<file path="config.mk">
export PLATFORM = sky130hd
export DESIGN_NAME = bwp_port
export DESIGN_NICKNAME = d
export VERILOG_FILES = /design/src/verilog/bwp_pkg.sv /design/src/verilog/bwp_port.sv /design/src/verilog/bwp_sync2.sv
export VERILOG_INCLUDE_DIRS = /design/src /design/src/verilog
export SDC_FILE = /design/constraint.sdc
export NUM_CORES = 1
export LEC_CHECK = 0
export BUFFER_PORTS_ARGS = -buffer_cell sky130_fd_sc_hd__clkbuf_2
export CAP_MARGIN = 15
export CELL_PAD_IN_SITES_DETAIL_PLACEMENT = 1
export CELL_PAD_IN_SITES_GLOBAL_PLACEMENT = 1
export CORE_MARGIN = 2
export CORE_UTILIZATION = 37
export DETAILED_ROUTE_END_ITERATION = 8
export HOLD_SLACK_MARGIN = 0.02
export PLACE_DENSITY = 0.81
export SLEW_MARGIN = 20
export SYNTH_ARGS = -nofsm -noshare
export SYNTH_HDL_FRONTEND = slang
export SYNTH_HIERARCHICAL = 1
export SYNTH_SLANG_ARGS = --single-unit
</file>
<file path="constraint.sdc">
create_clock -name pclk -period 1.8 [get_ports pclk]
set_input_delay 0.18 -clock pclk [delete_from_list [all_inputs] [get_ports pclk]]
set_output_delay 0.18 -clock pclk [all_outputs]
set_load 0.01 [all_outputs]
</file>
<file path="src/verilog/bwp_cfg.svh">
// Constants for the byte-wide data bus I/O port
`ifndef BWP_CFG_SVH
`define BWP_CFG_SVH
`define BWP_W 8
`define BWP_AW 18
`define BWP_DW 32
`define BWP_IDX_W 16
`define BWP_IDX_DIR 16'hFEBD
`define BWP_IDX_LVL 16'hFF5D
`define BWP_IDX_OUT 16'hFF6D
`define BWP_IDX_PUL 16'hFF74
`define BWP_RST_DIR 8'h00
`define BWP_RST_OUT 8'h00
`define BWP_RST_PUL 8'h00
`define BWP_UNDEF_RD 8'hFF
`define BWP_MODE_EXT_LO 3'h4
`define BWP_MODE_EXT_HI 3'h6
`define BWP_MODE_GPIO 3'h7
`endif

</file>
<file path="src/verilog/bwp_pkg.sv">
// Types shared by the byte-wide data bus I/O port
package bwp_pkg;
    typedef enum logic [1:0] {
        BWP_ROLE_IDLE = 2'b00,
        BWP_ROLE_GPIO = 2'b01,
        BWP_ROLE_DBUS = 2'b10
    } bwp_role_e;

    typedef struct packed {
        logic [7:0] out;
        logic [7:0] oe;
        logic [7:0] pull;
    } bwp_pins_s;
endpackage : bwp_pkg

</file>
<file path="src/verilog/bwp_port.sv">
// Byte-wide data bus I/O port with APB register access
`timescale 1ns/1ns
`include "bwp_cfg.svh"

// Functional notes
// RL1 - Direction register write-only, reads undefined
// RL2 - Direction cleared by reset, hardware standby
// RL3 - Mode 7: direction bit picks pin drive
// RL4 - Modes 4-6, 8-bit bus: general I/O
// RL5 - Modes 4-6, 16-bit bus: data bus pins
// RL6 - Output latch read/write, cleared like direction
// RL7 - Readback register read-only, writes ignored
// RL8 - Readback gives latch or pin per bit
// RL9 - Readback held in manual reset, software standby
// RL10 - Pull-up enable read/write, cleared like direction
// RL11 - Pull-up only for inputs in GPIO role
// RL12 - Pull-ups off on 16-bit bus, standby
// RL13 - Pull-up state kept over manual reset, standby
// RL14 - Software sets no pull-up without program memory; not modelled, no program-memory gate on pull-up writes
// RL15 - Mode and bus width re-evaluated continuously
module bwp_port import bwp_pkg::*; (
    input wire logic pclk,
    input wire logic presetn,
    input wire logic psel,
    input wire logic penable,
    input wire logic pwrite,
    input wire logic [17:0] paddr,
    input wire logic [31:0] pwdata,
    input wire logic [3:0] pstrb,
    output logic [31:0] prdata,
    output logic pready,
    output logic pslverr,
    input wire logic [2:0] mode_code,
    input wire logic bus_16bit,
    input wire logic hw_standby,
    input wire logic sw_standby,
    input wire logic manual_reset,
    input wire logic [7:0] pin_in,
    output logic [7:0] pin_out,
    output logic [7:0] pin_oe,
    output logic [7:0] pin_pullup,
    input wire logic [7:0] ext_data_out,
    input wire logic ext_data_oe,
    output logic [7:0] ext_data_in
);
    logic [7:0] pin_s;
    logic [7:0] dir_r;
    logic [7:0] dir_nxt;
    logic [7:0] out_r;
    logic [7:0] out_nxt;
    logic [7:0] pul_r;
    logic [7:0] pul_nxt;
    logic [7:0] lvl_r;
    logic [7:0] lvl_nxt;
    bwp_pins_s pins_r;
    bwp_pins_s pins_nxt;
    logic [7:0] ext_in_r;
    logic [31:0] prdata_r;
    logic [31:0] prdata_nxt;
    logic pready_r;
    logic pslverr_r;
    logic pslverr_nxt;
    bwp_role_e role;

    bwp_sync2 u_sync (
        .clk(pclk),
        .rst_n(presetn),
        .d(pin_in),
        .q(pin_s)
    );

    // Address decode; every register byte address sits at four times its index
    wire [15:0] idx = paddr[17:2];
    wire aligned = (paddr[1:0] == 2'h0);
    wire hit_dir = aligned && (idx == `BWP_IDX_DIR);
    wire hit_lvl = aligned && (idx == `BWP_IDX_LVL);
    wire hit_out = aligned && (idx == `BWP_IDX_OUT);
    wire hit_pul = aligned && (idx == `BWP_IDX_PUL);
    wire hit_any = hit_dir || hit_lvl || hit_out || hit_pul;
    wire setup_ph = psel && !penable;
    wire access_ph = psel && penable && pready_r;
    // Manual reset and software standby freeze state; hardware standby wins
    wire freeze = (manual_reset || sw_standby) && !hw_standby;
    wire wr_ok = access_ph && pwrite && pstrb[0] && !freeze && !hw_standby;
    // RL7 readback has no write strobe
    wire wr_dir = wr_ok && hit_dir;
    wire wr_out = wr_ok && hit_out;
    wire wr_pul = wr_ok && hit_pul;

    // RL15 role from mode and width
    wire ext_mode = (mode_code >= `BWP_MODE_EXT_LO) && (mode_code <= `BWP_MODE_EXT_HI);
    wire gpio_mode = (mode_code == `BWP_MODE_GPIO);
    // RL4 narrow bus keeps general I/O
    assign role = (gpio_mode || (ext_mode && !bus_16bit)) ? BWP_ROLE_GPIO :
                  (ext_mode && bus_16bit) ? BWP_ROLE_DBUS : BWP_ROLE_IDLE;

    // RL2 clear in hardware standby
    assign dir_nxt = hw_standby ? `BWP_RST_DIR : (wr_dir ? pwdata[7:0] : dir_r);
    // RL6 output latch update
    assign out_nxt = hw_standby ? `BWP_RST_OUT : (wr_out ? pwdata[7:0] : out_r);
    // RL10 pull-up enable update
    assign pul_nxt = hw_standby ? `BWP_RST_PUL : (wr_pul ? pwdata[7:0] : pul_r);

    // RL8 latch for outputs, pin for inputs
    assign lvl_nxt = (dir_r & out_r) | (~dir_r & pin_s);

    // Pin drive per role; an unused mode code leaves every pin an input
    always_comb begin
        pins_nxt = '0;
        // RL12 hardware standby forces inputs
        if (!hw_standby) begin
            unique case (role)
                // RL3 direction selects drive
                BWP_ROLE_GPIO: begin
                    pins_nxt.out = out_r;
                    pins_nxt.oe = dir_r;
                    // RL11 pull-up on inputs only
                    pins_nxt.pull = ~dir_r & pul_r;
                end
                // RL5 direction ignored on wide bus
                BWP_ROLE_DBUS: begin
                    pins_nxt.out = ext_data_out;
                    pins_nxt.oe = {8{ext_data_oe}};
                    pins_nxt.pull = 8'h00;
                end
                BWP_ROLE_IDLE: begin
                    pins_nxt = '0;
                end
                default: begin
                    pins_nxt = '0;
                end
            endcase
        end
    end

    // RL1 direction reads undefined
    always_comb begin
        prdata_nxt = '0;
        if (hit_dir) begin
            prdata_nxt[7:0] = `BWP_UNDEF_RD;
        end else if (hit_lvl) begin
            prdata_nxt[7:0] = lvl_r;
        end else if (hit_out) begin
            prdata_nxt[7:0] = out_r;
        end else if (hit_pul) begin
            prdata_nxt[7:0] = pul_r;
        end
    end
    assign pslverr_nxt = !hit_any;

    // RL2 power-on clear of direction
    always_ff @(posedge pclk or negedge presetn) begin
        if (!presetn) begin
            dir_r <= `BWP_RST_DIR;
            out_r <= `BWP_RST_OUT;
            pul_r <= `BWP_RST_PUL;
        end else begin
            dir_r <= dir_nxt;
            out_r <= out_nxt;
            pul_r <= pul_nxt;
        end
    end

    // RL9 readback held while frozen
    always_ff @(posedge pclk or negedge presetn) begin
        if (!presetn) begin
            lvl_r <= 8'h00;
        end else if (!freeze) begin
            lvl_r <= lvl_nxt;
        end
    end

    // RL13 pin state kept while frozen
    always_ff @(posedge pclk or negedge presetn) begin
        if (!presetn) begin
            pins_r <= '0;
        end else if (!freeze) begin
            pins_r <= pins_nxt;
        end
    end

    always_ff @(posedge pclk or negedge presetn) begin
        if (!presetn) begin
            ext_in_r <= 8'h00;
        end else begin
            ext_in_r <= pin_s;
        end
    end

    // Zero-wait slave: ready is raised for exactly the first access cycle
    always_ff @(posedge pclk or negedge presetn) begin
        if (!presetn) begin
            pready_r <= 1'b0;
            pslverr_r <= 1'b0;
            prdata_r <= '0;
        end else begin
            pready_r <= setup_ph;
            pslverr_r <= setup_ph && pslverr_nxt;
            if (setup_ph && !pwrite) begin
                prdata_r <= prdata_nxt;
            end
        end
    end

    assign prdata = prdata_r;
    assign pready = pready_r;
    assign pslverr = pslverr_r;
    assign pin_out = pins_r.out;
    assign pin_oe = pins_r.oe;
    assign pin_pullup = pins_r.pull;
    assign ext_data_in = ext_in_r;
endmodule : bwp_port

</file>
<file path="src/verilog/bwp_sync2.sv">
// Two-stage synchroniser for the port pin levels
`timescale 1ns/1ns
module bwp_sync2 import bwp_pkg::*; (
    input wire logic clk,
    input wire logic rst_n,
    input wire logic [7:0] d,
    output logic [7:0] q
);
    logic [7:0] meta_r;
    logic [7:0] q_r;

    // One synchroniser per pin bit
    for (genvar i = 0; i < 8; i++) begin : g_bit
        always_ff @(posedge clk or negedge rst_n) begin
            if (!rst_n) begin
                meta_r[i] <= 1'b0;
                q_r[i] <= 1'b0;
            end else begin
                meta_r[i] <= d[i];
                q_r[i] <= meta_r[i];
            end
        end
    end

    assign q = q_r;
endmodule : bwp_sync2
</file>
* Yosys cells after proc, flatten, opt, wreduce, memory -nomap -nowiden
Cells that the tools add are included.
** Word-level totals
- Flip-flop bits (word level) :: 90
- Input bits :: 83
- Word-level logic and storage cells :: 90
** Cells by class
- Order comparisons :: 2
- Eq/ne operators :: 7
- Mux-type cells :: 14
- Bitwise logic cells :: 5
- Reduce and logical (&&, ||, !) cells :: 35
** Operator list (number)
- $mux 8 :: 10
- $eq 16x16->1 const B :: 4
- $pmux 24 s2 :: 1
- $and 8x8->8 :: 3
- $mux 24 :: 1
- $logic_and 1x1->1 :: 20
- $not 8->8 :: 1
- $or 8x8->8 :: 1
- $logic_not 1->1 :: 6
- $reduce_bool 2->1 :: 3
- $logic_or 1x1->1 :: 5
- $mux 2 :: 2
- $eq 3x3->1 const B :: 1
- $ge 3x3->1 const B :: 1
- $le 3x3->1 const B :: 1
- $eq 2x1->1 const B :: 1
- $eq 2x2->1 const B :: 1
- $logic_not 2->1 :: 1

* Depth between registers and ports, before layout
- Word-level depth :: 9
- Mapped depth :: 7
- Gate-level depth less buffers :: 5

* By module
Netlist, hierarchy kept.
** Modules (own cells, without submodules)
- bwp_port :: times used 1, cells each 343, area an instance 3575.9 um^2, seq. area each 1851.8 um^2
- bwp_sync2 :: times used 1, cells each 16, area an instance 400.4 um^2, seq. area each 400.4 um^2

* Worst setup path after synthesis
Ideal clock, no wire load.
- Kind :: input -> register
- Start point :: input port paddr[0]
- End point :: register out_r[0]
- Data arrival time :: 1.497 ns
- Data required time :: 1.668 ns
- Slack :: 0.171 ns
- Stages :: 5
- Cell sequence :: and4bb_2 -> nand4_4 -> nor4_4 -> mux2i_1 -> nor2_1
** Between the ends
- Longest elaborated chain between the ends :: 4
** RTL lines
- start: declaration :: line bwp_port.sv:27 : input wire logic [17:0] paddr,
- $logic_not 2->1 :: line bwp_port.sv:74 : wire aligned = (paddr[1:0] == 2'h0);
- $logic_and 1x1->1 :: line bwp_port.sv:77 : wire hit_out = aligned && (idx == `BWP_IDX_OUT);
- $logic_and 1x1->1 :: line bwp_port.sv:87 : wire wr_out = wr_ok && hit_out;
- $reduce_bool 2->1 (no source line)
- end signal: assignment :: line bwp_port.sv:155 : out_r <= `BWP_RST_OUT;
- end signal: assignment :: line bwp_port.sv:159 : out_r <= out_nxt;
- end: declaration :: line bwp_port.sv:49 : logic [7:0] out_r;
No other way between the ends.
A chain may end at the register's enable or synchronous reset.

* Worst setup path after layout
- Start point :: input port paddr[7]
- End point :: register prdata_r[5], in the netlist prdata[5]
** Between the ends
- Longest elaborated chain between the ends :: 6
** RTL lines
- $eq 16x16->1 (no source line)
- $logic_and 1x1->1 :: line bwp_port.sv:78 : wire hit_pul = aligned && (idx == `BWP_IDX_PUL);
- $mux 8 :: line bwp_port.sv:145 : end else if (hit_pul) begin
- $mux 8 :: line bwp_port.sv:143 : end else if (hit_out) begin
- $mux 8 :: line bwp_port.sv:141 : end else if (hit_lvl) begin
- $mux 8 (*) :: line bwp_port.sv:139 : if (hit_dir) begin
- end signal: assignment :: line bwp_port.sv:200 : prdata_r <= prdata_nxt;
- end: declaration :: line bwp_port.sv:58 : logic [31:0] prdata_r;
Mark *: on every way between the ends. The rest lies on a longest branch, timed or not.

==> flow_summary.rst <==
.. list-table::
   :header-rows: 1

   * - Metric
     - Value
   * - Status
     - finished, final reports clean
   * - Slowest cell on the critical path
     - sky130_fd_sc_hd__nor3_1
   * - PwrDens
     - 811 nW/um^2
   * - CP max FO
     - 8
   * - Count of max-cap constraint violations
     - 0
   * - R2r startpoint
     - pready
   * - Synthesized area per cell
     - 11.1 um^2
   * - VDD IR-drop max
     - 0.507 mV
   * - WP data arrival
     - 1760 ps
   * - Number of synthesized flops with an enable pin
     - 0
   * - Total count of hold-check failures in the final report
     - 0
   * - CP cell instances
     - clkbuf_2, and4bb_2, nand2b_1, nor3_1, nor3_1, o22ai_1
   * - Weighted congestion at the end of routability-driven global placement
     - 0.818
   * - Largest net degree at the start of global routing
     - 62
   * - Final instance area
     - 4950 um^2
   * - Average via count per standard cell
     - 5.15
   * - Fin Setup TNS
     - 0 ps
   * - Via count of the first global-routing pass
     - 3416
   * - Vias post-DR
     - 3190
   * - Filler Cell Count
     - 1199
   * - Cell area after technology mapping
     - 3980 um^2
   * - Fin crit share
     - 85.9%
   * - Measured slew at the worst slew-check pin
     - 901 ps
   * - Required time of the worst setup path
     - 2010 ps
   * - Flops & latches, synth
     - 90
   * - Overall Global Routing Usage
     - 21.1%
   * - Worst path depth
     - 6
   * - Async S/R FF share, synth
     - 100%
   * - TritonCTS clock tree
     - yes
   * - Count of buffers from port buffering
     - 97
   * - Final setup viols
     - 0
   * - Initial cell density of the core
     - 38.3%
   * - Remaining routing DRC violations
     - 0
   * - Biggest area consumer among synthesized cells
     - sky130_fd_sc_hd__dfrtp_1
   * - Synth top area share
     - 56.6%
   * - Max incr delay on CP
     - 700 ps
   * - Critical register-to-register path endpoint
     - pul_r[1]
   * - Post-detailed-placement half-perimeter wirelength
     - 8.54 mm
   * - Total area of multi-input combinational cells
     - 1520 um^2
   * - Slew Limit Headroom
     - 39.5%
   * - Sequential cell area in the final layout
     - 2250 um^2
   * - Antenna Diode Count
     - 0
   * - Core region area
     - 10400 um^2
   * - Layout cell share with drive strength beyond 1
     - 30.0%
   * - Global-route wire length before repair
     - 18.4 mm
   * - Post-CTS setup buffer count
     - 0
   * - Sequential share of the synthesized area
     - 56.6%
   * - Library cell appearing most often on the critical path
     - sky130_fd_sc_hd__nor3_1
   * - Root cell of the clock tree
     - sky130_fd_sc_hd__clkbuf_8
   * - Floorplan die area
     - 11600 um^2
   * - Final critical-path required period
     - 1550 ps
   * - Top post-synthesis cells by area
     - sky130_fd_sc_hd__dfrtp_1 (57%), sky130_fd_sc_hd__mux2i_1 (8.1%), sky130_fd_sc_hd__buf_4 (4.5%)
   * - Cell family with most CP delay
     - simple AND/OR/NAND/NOR gates
   * - Highest Clock Rate
     - 0.646 GHz
   * - Die Y-Extent
     - 108 um
   * - Num CTS Buffers
     - 9
   * - Cell count after synthesis
     - 359
   * - First-pass DRT Iterations
     - 4
   * - Worst clock skew
     - 12.4 ps
   * - Worst Hold Depth
     - 3
   * - Remaining antenna violation count after routing
     - 0
   * - Number of resized instances in the post-cts repair step
     - 0
   * - Total I/O pin count
     - 149
   * - Setup repair after global routing missed its margin
     - false
   * - Kind of start point of the critical path
     - input pin
   * - Worst Setup Path Type
     - input pin to register
   * - Critical Path Sink Type
     - register
   * - LEAKAGE
     - 0.00227 uW
   * - Remaining global-route overflow
     - 0
   * - Post-synth cell types
     - 40
   * - Worst min-delay path class
     - input pin to register
   * - Layout Nets
     - 561
   * - Clock latency at the later pin of the worst-skew pair
     - 370 ps
   * - Endpoint, Worst Hold
     - dir_r[0]
   * - Worst Path Buf+Inv
     - 1
   * - Routed length per placed instance
     - 18.7 um
   * - Number of cells traversed by the worst register-to-register path
     - 5
   * - Placed standard-cell area
     - 4650 um^2
   * - Clock transition at path regs
     - 100 ps
   * - Startpoint of the most critical hold path
     - pwdata[0]
   * - Number of antenna violations at the first check in global routing
     - 0
   * - Final wirelength
     - 11.6 mm
   * - Synthesis-to-finish area growth
     - 24.5%
   * - Horizontal extent of the die
     - 108 um
   * - Main synth FF type
     - sky130_fd_sc_hd__dfrtp_1
   * - Register-to-register setup slack
     - 430 ps
   * - Placement Rows
     - 37
   * - Initial detailed-routing violation count
     - 154
   * - Yosys synthesis warning count
     - 6
   * - H-tree level count
     - 3
   * - Max clock buf depth
     - 2
   * - Final Max Slew Viols
     - 0
   * - Clock tree sinks
     - 90
   * - Hold_buf cts
     - 9
## worst register-to-register path: cells and delay by family (launching register included)
family	cells	cell delay (ps)
flip-flops	1	400
multiplexers	1	230
buffers and inverters	1	200
AND/OR/NAND/NOR	3	420
## sequential cells by signal, summed over array words and instances (netlist names)
register	flops
pin_oe	8
pin_out	8
lvl_r	8
pready	1
ext_data_in	8
out_r	8
prdata	8
pin_pullup	8
pul_r	8
pslverr	1
dir_r	8
u_sync/meta_r	8
u_sync/q	8
## cells by family after synthesis
logic type             after synthesis  synth area share [%]
and+or+nand+nor                    103                  14.9
AOI/OAI and AO/OA                   82                  12.8
buffers and inverters               51                  7.46
muxes                               32                  8.06
other                                1                0.0943
DFF                                 90                  56.6
## worst max-delay path by stage
| stage | from | end | slack [ps] |
|---|---|---|---|
| floorplan | paddr[0] | out_r[0] | 170 |
| global placement | paddr[7] | prdata[4] | 40 |
| detailed placement | paddr[7] | prdata[5] | -90 |
| CTS | paddr[7] | prdata[5] | 290 |
| global route | paddr[7] | prdata[5] | 210 |
| finish | paddr[7] | prdata[5] | 250 |
## final cells by class
| class | count | share of cell area, % |
|---|---|---|
| Sequential cell | 90 | 45.5 |
| Multi-Input combinational cell | 241 | 30.6 |
| Timing Repair Buffer | 126 | 15.5 |
| Tap cell | 136 | 3.44 |
| Clock buffer | 10 | 2.78 |
| Clock inverter | 6 | 1.44 |
| Inverter | 10 | 0.758 |
## routing by layer
layer | up-vias | GRT usage [%] | wire length [um]
li1 | 1461 | - | -
met1 | 1607 | 27.3 | 4930
met2 | 97 | 34.6 | 5880
met3 | 25 | 4.84 | 498
met4 | 0 | 7.78 | 291
met5 | - | 0 | 0
## Yosys cell counts, types with 2 or more instances
master and number:
sky130_fd_sc_hd__nand4_1 5, sky130_fd_sc_hd__inv_1 10, sky130_fd_sc_hd__o21ai_0 32, sky130_fd_sc_hd__a32o_1 8
sky130_fd_sc_hd__o22ai_1 4, sky130_fd_sc_hd__nand2_1 28, sky130_fd_sc_hd__nand4_4 3, sky130_fd_sc_hd__buf_6 2
sky130_fd_sc_hd__nor2_1 38, sky130_fd_sc_hd__nor4_4 2, sky130_fd_sc_hd__or4_1 4, sky130_fd_sc_hd__o32ai_1 4
sky130_fd_sc_hd__clkbuf_1 13, sky130_fd_sc_hd__nand2b_1 3, sky130_fd_sc_hd__a21oi_1 20, sky130_fd_sc_hd__or3_1 2
sky130_fd_sc_hd__a22oi_1 8, sky130_fd_sc_hd__buf_1 2, sky130_fd_sc_hd__mux2i_1 32, sky130_fd_sc_hd__and4bb_2 2
sky130_fd_sc_hd__a2bb2oi_1 4, sky130_fd_sc_hd__buf_4 24, sky130_fd_sc_hd__nor2b_1 2, sky130_fd_sc_hd__dfrtp_1 90
sky130_fd_sc_hd__nor3_1 2
## layout by cell type (no fill, tap or decap), types with 4 or more instances in the layout
cell,netlist,layout
sky130_fd_sc_hd__or4_1,4,4
sky130_fd_sc_hd__nand2_1,28,28
sky130_fd_sc_hd__dfrtp_1,90,90
sky130_fd_sc_hd__o32ai_1,4,4
sky130_fd_sc_hd__a22oi_1,8,8
sky130_fd_sc_hd__nand4_1,5,5
sky130_fd_sc_hd__conb_1,1,24
sky130_fd_sc_hd__a2bb2oi_1,4,4
sky130_fd_sc_hd__clkbuf_2,0,96
sky130_fd_sc_hd__a32o_1,8,8
sky130_fd_sc_hd__buf_4,24,18
sky130_fd_sc_hd__o22ai_1,4,4
sky130_fd_sc_hd__mux2i_1,32,32
sky130_fd_sc_hd__inv_1,10,10
sky130_fd_sc_hd__dlygate4sd3_1,0,9
sky130_fd_sc_hd__nor2_1,38,37
sky130_fd_sc_hd__a21oi_1,20,20
sky130_fd_sc_hd__o21ai_0,32,32
sky130_fd_sc_hd__clkbuf_8,0,10
## power breakdown
| part | switching, uW | leakage, uW | internal [uW] |
|---|---|---|---|
| logic | 252 | 0.00100 | 158 |
| registers | 46.0 | 0.00117 | 2100 |
| clock network | 769 | 0.0000999 | 694 |
| total | 1070 | 0.00227 | 2950 |
## through the flow
step / utilization, % / power [uW] / hold WS, ps / std cells / worst slack, ps
floorplan: - / 2390 / -116 / 382 / 171
global placement: 44.9 / 2560 / 134 / 594 / 36.4
detailed placement: 44.9 / 2580 / 138 / 594 / -92.9
CTS: 47.7 / 4060 / 91.8 / 619 / 286
global route: 47.7 / 4220 / 103 / 619 / 215
finish: 47.7 / 4020 / 93.0 / 619 / 253
No activity file was read; power rests on OpenSTA's default activity.
